<file path="src/otf_pkg.sv">
// Constants and types for the transceiver control and status block
// -----------------------------------------------------------------------------
// Behaviour
// - Transmit-off high disables optical output
// - Floating transmit-off keeps laser disabled
// - Cycling transmit-off resets transmit section
// - Catastrophic fault raises fault and disables laser
// - Fault output low normally, high on fault
// - Fault latched; cleared by toggle or power
// - Fault mirrored in byte 110 bit 2
// - Unsafe power disables transmitter, raises fault
// - Loss output low with usable input
// - Loss from transition detection with thresholds
// - Loss mirrored in byte 110 bit 1
// -----------------------------------------------------------------------------
package otf_pkg;

    // -------------------------------------------------------------------------
    // Diagnostic register map
    // -------------------------------------------------------------------------
    localparam logic [7:0] DIAG_STATUS_CONTROL_BYTE_OFS = 8'h6E;
    localparam int         DIAG_FAULT_BIT               = 2;
    localparam int         DIAG_LOST_BIT                = 1;
    localparam logic [7:0] DIAG_RESET_VAL               = 8'h00;

    // -------------------------------------------------------------------------
    // Timing
    // -------------------------------------------------------------------------
    localparam int CLK_PERIOD_NS      = 20;
    localparam int DISABLE_SPACING_MS = 10;
    localparam int DISABLE_SPACING_CYC =
        (DISABLE_SPACING_MS * 1000000) / CLK_PERIOD_NS;
    localparam int LOST_WIN_US  = 10;
    localparam int LOST_WIN_CYC = (LOST_WIN_US * 1000) / CLK_PERIOD_NS;
    localparam int LOST_CNT_W   = 16;
    localparam logic [7:0] LOST_ASSERT_THR   = 8'h10;
    localparam logic [7:0] LOST_DEASSERT_THR = 8'h18;

    // -------------------------------------------------------------------------
    // Transmit state machine
    // -------------------------------------------------------------------------
    typedef enum logic [2:0] {
        TX_OFF   = 3'b001,
        TX_ON    = 3'b010,
        TX_FAULT = 3'b100
    } otf_tx_state_t;

endpackage : otf_pkg

</file>
<file path="src/otf_sig_if.sv">
// Interface carrying receive activity between detector and top
`timescale 1ns/1ps
interface otf_sig_if;
    logic       edge_seen;
    logic [7:0] amp_level;
    logic       lost;

    modport det
    (
        input  edge_seen,
        input  amp_level,
        output lost
    );
    modport top
    (
        output edge_seen,
        output amp_level,
        input  lost
    );
endinterface : otf_sig_if

</file>
<file path="src/otf_lost_det.sv">
// Loss-of-signal detector from transition activity and ac level
`timescale 1ns/1ps
module otf_lost_det
(
    // Clock and reset
    input  wire logic clk_sys,
    input  wire logic srst,
    // Receive activity
    otf_sig_if.det    sig
);

    logic [otf_pkg::LOST_CNT_W-1:0] win_cnt_ff;
    logic                           edges_ff;
    logic [7:0]                     peak_ff;
    logic                           lost_ff;
    logic                           win_end;

    assign win_end = (win_cnt_ff ==
        otf_pkg::LOST_CNT_W'(otf_pkg::LOST_WIN_CYC - 1));

    // -------------------------------------------------------------------------
    // Observation window
    // -------------------------------------------------------------------------
    always_ff @(posedge clk_sys)
    begin
        if (srst || win_end)
            win_cnt_ff <= '0;
        else
            win_cnt_ff <= win_cnt_ff + 1'b1;
    end

    always_ff @(posedge clk_sys)
    begin
        if (srst || win_end)
        begin
            edges_ff <= 1'b0;
            peak_ff  <= 8'h00;
        end
        else
        begin
            if (sig.edge_seen)
                edges_ff <= 1'b1;
            if (sig.amp_level > peak_ff)
                peak_ff <= sig.amp_level;
        end
    end

    // -------------------------------------------------------------------------
    // Decision with hysteresis
    // -------------------------------------------------------------------------
    always_ff @(posedge clk_sys)
    begin
        if (srst)
            lost_ff <= 1'b1;
        else if (win_end)
        begin
            if (!edges_ff || peak_ff < otf_pkg::LOST_ASSERT_THR)
                lost_ff <= 1'b1;
            else if (peak_ff >= otf_pkg::LOST_DEASSERT_THR)
                lost_ff <= 1'b0;
        end
    end

    assign sig.lost = lost_ff;

endmodule : otf_lost_det

</file>
<file path="src/otf_ctrl.sv">
// Transceiver transmit-off, laser fault and loss-of-signal control
`timescale 1ns/1ps
module otf_ctrl
(
    // Clock and reset
    input  wire logic       clk_sys,
    input  wire logic       srst,
    // Host control pin
    input  wire logic       tx_off,
    input  wire logic       tx_off_floating,
    // Laser monitors
    input  wire logic       laser_cat_fault,
    input  wire logic       power_unsafe,
    // Receive activity
    input  wire logic       rx_edge_seen,
    input  wire logic [7:0] rx_amp_level,
    // Laser drive
    output logic            laser_enable,
    // Host status pins
    output logic            tx_fault_out,
    output logic            receive_signal_lost,
    // Diagnostic byte read port
    input  wire logic [7:0] diag_addr,
    output logic [7:0]      diag_rdata
);

    otf_pkg::otf_tx_state_t state_ff;
    otf_pkg::otf_tx_state_t nxt_state;
    logic                   off_req;
    logic                   off_prev_ff;
    logic                   off_rise;
    logic                   fault_ev;
    logic                   fault_ff;
    logic                   laser_enable_ff;
    logic                   tx_fault_ff;
    logic                   lost_out_ff;
    logic [7:0]             diag_ff;
    logic [7:0]             nxt_diag;

    otf_sig_if sig ();

    // -------------------------------------------------------------------------
    // Transmit-off input and toggle detection
    // -------------------------------------------------------------------------
    assign off_req  = tx_off | tx_off_floating;
    assign fault_ev = laser_cat_fault | power_unsafe;

    always_ff @(posedge clk_sys)
    begin
        if (srst)
            off_prev_ff <= 1'b1;
        else
            off_prev_ff <= off_req;
    end

    assign off_rise = off_req & ~off_prev_ff;

    // -------------------------------------------------------------------------
    // Fault latch: set wins over toggle clear
    // -------------------------------------------------------------------------
    always_ff @(posedge clk_sys)
    begin
        if (srst)
            fault_ff <= 1'b0;
        else if (fault_ev)
            fault_ff <= 1'b1;
        else if (off_rise)
            fault_ff <= 1'b0;
    end

    // -------------------------------------------------------------------------
    // Transmit state machine
    // -------------------------------------------------------------------------
    always_comb
    begin
        nxt_state = state_ff;
        unique case (state_ff)
            otf_pkg::TX_OFF:
                if (fault_ev)
                    nxt_state = otf_pkg::TX_FAULT;
                else if (!off_req && !fault_ff)
                    nxt_state = otf_pkg::TX_ON;
            otf_pkg::TX_ON:
                if (fault_ev)
                    nxt_state = otf_pkg::TX_FAULT;
                else if (off_req)
                    nxt_state = otf_pkg::TX_OFF;
            otf_pkg::TX_FAULT:
                if (off_rise && !fault_ev)
                    nxt_state = otf_pkg::TX_OFF;
            default:
                nxt_state = otf_pkg::TX_OFF;
        endcase
    end

    always_ff @(posedge clk_sys)
    begin
        if (srst)
            state_ff <= otf_pkg::TX_OFF;
        else
            state_ff <= nxt_state;
    end

    // -------------------------------------------------------------------------
    // Registered pin outputs
    // -------------------------------------------------------------------------
    always_ff @(posedge clk_sys)
    begin
        if (srst)
        begin
            laser_enable_ff <= 1'b0;
            tx_fault_ff     <= 1'b0;
        end
        else
        begin
            laser_enable_ff <= (nxt_state == otf_pkg::TX_ON);
            tx_fault_ff     <= fault_ff | fault_ev;
        end
    end

    // -------------------------------------------------------------------------
    // Receive loss detection
    // -------------------------------------------------------------------------
    assign sig.edge_seen = rx_edge_seen;
    assign sig.amp_level = rx_amp_level;

    otf_lost_det u_lost_det
    (
        .clk_sys (clk_sys),
        .srst    (srst),
        .sig     (sig.det)
    );

    always_ff @(posedge clk_sys)
    begin
        if (srst)
            lost_out_ff <= 1'b1;
        else
            lost_out_ff <= sig.lost;
    end

    // -------------------------------------------------------------------------
    // Diagnostic byte read
    // -------------------------------------------------------------------------
    always_comb
    begin
        nxt_diag = 8'h00;
        if (diag_addr == otf_pkg::DIAG_STATUS_CONTROL_BYTE_OFS)
        begin
            nxt_diag[otf_pkg::DIAG_FAULT_BIT] = tx_fault_ff;
            nxt_diag[otf_pkg::DIAG_LOST_BIT]  = lost_out_ff;
        end
    end

    always_ff @(posedge clk_sys)
    begin
        if (srst)
            diag_ff <= otf_pkg::DIAG_RESET_VAL;
        else
            diag_ff <= nxt_diag;
    end

    assign laser_enable        = laser_enable_ff;
    assign tx_fault_out        = tx_fault_ff;
    assign receive_signal_lost = lost_out_ff;
    assign diag_rdata          = diag_ff;

endmodule : otf_ctrl

</file>
<file path="config.mk">
export PLATFORM = sky130hd
export DESIGN_NAME = otf_ctrl
export DESIGN_NICKNAME = d
export VERILOG_FILES = /design/src/otf_pkg.sv /design/src/otf_sig_if.sv /design/src/otf_lost_det.sv /design/src/otf_ctrl.sv
export SDC_FILE = /design/constraint.sdc
export NUM_CORES = 1
export LEC_CHECK = 0
export ABC_AREA = 1
export BUFFER_PORTS_ARGS = -buffer_cell sky130_fd_sc_hd__buf_2
export CAP_MARGIN = 25
export CORE_MARGIN = 8
export CORE_UTILIZATION = 55
export CTS_CLUSTER_SIZE = 10
export DETAILED_ROUTE_END_ITERATION = 10
export GPL_TIMING_DRIVEN = 0
export PLACE_DENSITY = 0.85
export SETUP_SLACK_MARGIN = 0.2
export SYNTH_ARGS = -nofsm -noshare
export SYNTH_HDL_FRONTEND = slang
export SYNTH_SLANG_ARGS = --single-unit
</file>
<file path="constraint.sdc">
create_clock -name clk_sys -period 2.05 [get_ports clk_sys]
set_input_delay 0.1025 -clock clk_sys [delete_from_list [all_inputs] [get_ports clk_sys]]
set_output_delay 0.1025 -clock clk_sys [all_outputs]
set_load 0.05 [all_outputs]
</file>
# Word-level counts from Yosys, hierarchy flattened
# Index checks and enable logic that the tools add are counted.
[op_classes]
n_lt_le_gt_ge = 3
n_addsub = 1
n_reduce_logical = 12
muxes = 10
n_eq_ne = 6
n_bitwise = 6
[ops]
columns = ["operator", "n"]
rows = [
  ["adder 16 x 1 -> 16 bit (second input constant)", 1],
  ["equality test 16 x 9 -> 1 bit (second input constant)", 1],
  ["two-way mux 3 bit", 5],
  ["case mux 3 bit (3 select lines)", 1],
  ["equality test 8 x 7 -> 1 bit (second input constant)", 1],
  [">= comparator 8 x 5 -> 1 bit (second input constant)", 1],
  ["greater-than comparator 8 bit", 1],
  ["< comparator 8 x 5 -> 1 bit (second input constant)", 1],
  ["equality test 3 x 2 -> 1 bit (second input constant)", 2],
  ["zero test 1 bit", 4],
  ["two-way mux 1 bit", 4],
  ["nonzero test 2 bit", 2],
  ["equality test 3 x 1 -> 1 bit (second input constant)", 1],
  ["equality test 3 bit (second input constant)", 1],
  ["bitwise OR 1 bit", 3],
  ["logical AND 1 bit", 2],
  ["logical OR 1 bit", 2],
  ["inverter 1 bit", 2],
  ["AND reduction 2 bit", 1],
  ["OR reduction 2 bit", 1],
  ["AND 1 bit", 1],
]
[word_totals]
regBits = 42
in_bits = 23
wordCells = 50
out_inout_bits = 11

# Logic depth before layout (Yosys ltp)
[logic_depth]
depth_word = 7
mapped_depth = 13
mapped_depth_nobuf = 12

# By module
# From an unflattened synthesis, not the netlist that was laid out.
[unflattened]
cells_unflattened = 274
hier_area_um2 = 1945.6
[by_module_without_submodules]
columns = ["mod", "instances", "seq_area_each_um2", "cells_each", "area_per_inst_um2"]
rows = [
  ["otf_lost_det", 1, 520.5, 205, 1428.9],
  ["otf_ctrl", 1, 200.2, 69, 516.7],
]

# Worst setup path before layout
# No wires, ideal clock.
[synth_timing]
path_kind = "register to register"
start = "register u_lost_det.peak_ff[7]"
end = "register u_lost_det.peak_ff[0]"
t_arrival_ns = 1.383
period_less_slack_ns = 1.498
required_ns = 1.935
slack_ns = 0.552
path_stages_with_launch = 9
n_path_buf = 1
setup_time_ns = 0.115
path_cell_list = "dfxtp_1 inv_1 ha_1 nand2_1 nor2_1 nand4_2 buf_2 a21oi_1 nor2_1"
[synth_via]
elab_chain_len = 1
[synth_rtl]
columns = ["element", "line_no", "text"]
rows = [
  ["start, declared", "otf_lost_det.sv:14", "logic [7:0] peak_ff;"],
  ["start signal, assigned", "otf_lost_det.sv:44", "peak_ff <= sig.amp_level;"],
  ["greater-than comparator 8 bit", "otf_lost_det.sv:43", "if (sig.amp_level > peak_ff)"],
]
# Every way passes these cells.
# A chain may end at the register's enable or synchronous reset.

# Worst setup path after layout
[layout_timing]
start = "register u_lost_det.peak_ff[7]"
end = "register u_lost_det.peak_ff[7]"
# The elaborated chain is that of the path after synthesis.

==> flow_summary_export.csv <==
group,metric,value,unit
status,status,"completed",
sta,finalHoldViolations,0,
final_layout,utilization,66.82,%
final_layout,nFillCells,302,
sta,setup_tns,0,ps
critical_path,crit_fanout,10,
clock_network,clk_path_buf_depth,2,
logic_synthesis,syn_area,0.001876,mm^2
logic_synthesis,synth_area_leaders,"dfxtp_1, nand2_1, inv_1",
logic_synthesis,yosysWarnings,0,
final_layout,diodes,0,
floorplanning,rows,21,
route,wirelength,3.523,mm
worst_hold_path,whs_path_depth,3,
final_layout,syn2layout_area_growth,17.95,%
logic_synthesis,ys_types,32,
logic_synthesis,netlist_instances,260,
sta,setup_violations,0,
final_layout,multiInputGateArea,944.7,um^2
route,wl_per_cell,10.01,um
critical_path,r2r_cells,8,
clock_network,cts.sinks,36,
sta,fmax,0.5947,GHz
critical_path,crit_required,2290,ps
route,vias,1691,
logic_synthesis,yosysMostFrequentCell,"nand2_1",
worst_hold_path,hold_path.class,"input pin to register",
floorplanning,core,0.003311,mm^2
critical_path,end_kind,"register",
grt,antenna_found_initial,0,
sta,period_share,82.02,%
logic_synthesis,synth_enable_flop_cells,0,
clock_network,cts_root_buf,"clkbuf_4",
final_layout,seq_area,720.7,um^2
placement,io_buffers,27,
sta,whs,45.81,ps
sta,finalMaxSlewViolations,0,
clock_network,clk_pin_slew,110,ps
final_layout,stdcell_area,0.002212,mm^2
route,drc_errors,0,
placement,dpl_cell_area,0.002087,mm^2
logic_synthesis,yosysTopAreaCell,"dfxtp_1",
route,antenna_left,0,
power,ir_worst_vdd,390.8,uV
floorplanning,die_area,0.005535,mm^2
clock_network,cts-buffers-inserted,5,
logic_synthesis,avgSynthCellArea,7.214,um^2
logic_synthesis,netlist.area_leader.share,38.43,%
power,p_leak,1.082,nW
logic_synthesis,yosys_register_bits,36,
grt,grt_pass1_wl,6.058,mm
route,routed_via_density,4.804,
sta,period_needed,1681,ps
grt,gr-total-overflow,0,
route,dr.pass1.iters,6,
job,max_cap_violations,0,
logic_synthesis,async_flop_share,0,%
floorplanning,start_util,56.65,%
final_layout,nNetsFinal,337,
logic_synthesis,ys_top_cells_by_count,"nand2_1, inv_1, dfxtp_1, nor2_1, a21oi_1",
critical_path,start_kind,"register",
clock_network,htreeDepth,2,
placement,gp_congestion,0.8326,
grt,grt_use_total,13.65,%
power,p_per_area,770.6,mW/mm^2
final_layout,layout-drive-gt1-share,19.93,%
sta,rsz0062_at_grt,"no",
floorplanning,io-pin-count,34,
floorplanning,die_w,74.40,um
placement,dp_hpwl,2.749,mm
logic_synthesis,yosysSeqAreaShare,38.43,%
sta,clock_skew,15.20,ps
critical_path,worstSetupPathType,"register to register",
logic_synthesis,ys.flop_type,"dfxtp_1",
clock_network,clk_latency,340,ps
route,drtIter0Drc,83,
clock_network,cts_tree,"built",
grt,grt_max_degree,12,
floorplanning,fp.dieH,74.40,um
critical_path,cp_data_arrival_time,1920,ps
grt,grt_pass1_vias,1584,
==> critical path, cell delays in order (launching register included) <==
cell	delay, ps
dfxtp_1	380
inv_1	50
ha_1	280
nand2_1	80
nor2_2	150
nand4_2	180
clkbuf_4	230
a21oi_1	160
nor2_1	60
==> metrics by stage <==
stage | total power (W) | setup slack, ps | cells
after global routing | 0.001846 | 219.1 | 352
after floorplan | 0.001209 | 552.0 | 265
after CTS | 0.001715 | 322.3 | 350
final | 0.001705 | 368.6 | 352
after global placement | 0.001297 | 383.4 | 338
after detailed placement | 0.001312 | 346.4 | 338
==> area by class of cell <==
| type | count | share of cell area [%] |
|---|---|---|
| Buffer | 9 | 3.224 |
| Tap cell | 46 | 2.602 |
| Sequential cell | 36 | 32.58 |
| Clock inverter | 1 | 0.3394 |
| Inverter | 44 | 7.466 |
| Timing Repair Buffer | 33 | 8.597 |
| Clock buffer | 7 | 2.489 |
| Multi-Input combinational cell | 176 | 42.70 |
==> cell families after synthesis <==
family | Yosys count | synth area share, %
AO/OA/AOI/OAI | 27 | 7.539
XOR/XNOR | 6 | 2.802
adder cells (fa/ha/maj) | 9 | 6.004
buffers and inverters | 53 | 12.47
flip-flops | 36 | 38.43
other | 1 | 0.1999
AND/OR/NAND/NOR | 128 | 32.56
==> metal layers <==
layer	track usage [%]	routed length [um]
met5	0	0
met4	4.348	51
met3	4.717	249
met2	24.59	1689
met1	14.41	1533
==> cells in the final DEF (no fill, tap or decap), types with 2 or more instances in the layout <==
cell	instances
nand2_1	49
inv_1	42
dfxtp_1	36
nor2_1	35
buf_2	27
a21oi_1	20
nand3_1	16
buf_4	9
ha_1	9
nor3_1	7
clkbuf_4	6
conb_1	6
o21ai_0	5
xnor2_1	4
dlygate4sd3_1	4
nand4_1	3
nand3_2	2
nor2_4	2
inv_2	2
or2_0	2
nor2_2	2
xor2_1	2
==> worst paths after layout <==
| path | slack [ps] | endpoint | startpoint |
|---|---|---|---|
| max | 370 | u_lost_det.peak_ff[7] | u_lost_det.peak_ff[7] |
| min | 50 | diag_rdata[2] | diag_addr[3] |
| max reg2reg | 370 | u_lost_det.peak_ff[7] | u_lost_det.peak_ff[7] |
| min reg2reg | 430 | diag_rdata[2] | tx_fault_out |
==> sequential cells by signal, indices dropped and copies added, names as in the netlist <==
signal	flops
diag_rdata	2
fault_ff	1
laser_enable	1
off_prev_ff	1
receive_signal_lost	1
state_ff	3
tx_fault_out	1
u_lost_det.edges_ff	1
u_lost_det.peak_ff	8
u_lost_det.sig.lost	1
u_lost_det.win_cnt_ff	16
==> power by group <==
group | internal, W | switching, W
Clock | 0.000168 | 0.000229
Combinational | 0.000182 | 0.000294
Sequential | 0.000781 | 0.0000517
==> repair_timing <==
action                                 CTS  global route
gates resized for setup                  0             3
setup endpoints to repair                0             8
hold buffers                             4             0
setup buffers                            0             2
endpoints found under the hold margin    3             0
Power figures use the tool's default switching activity.
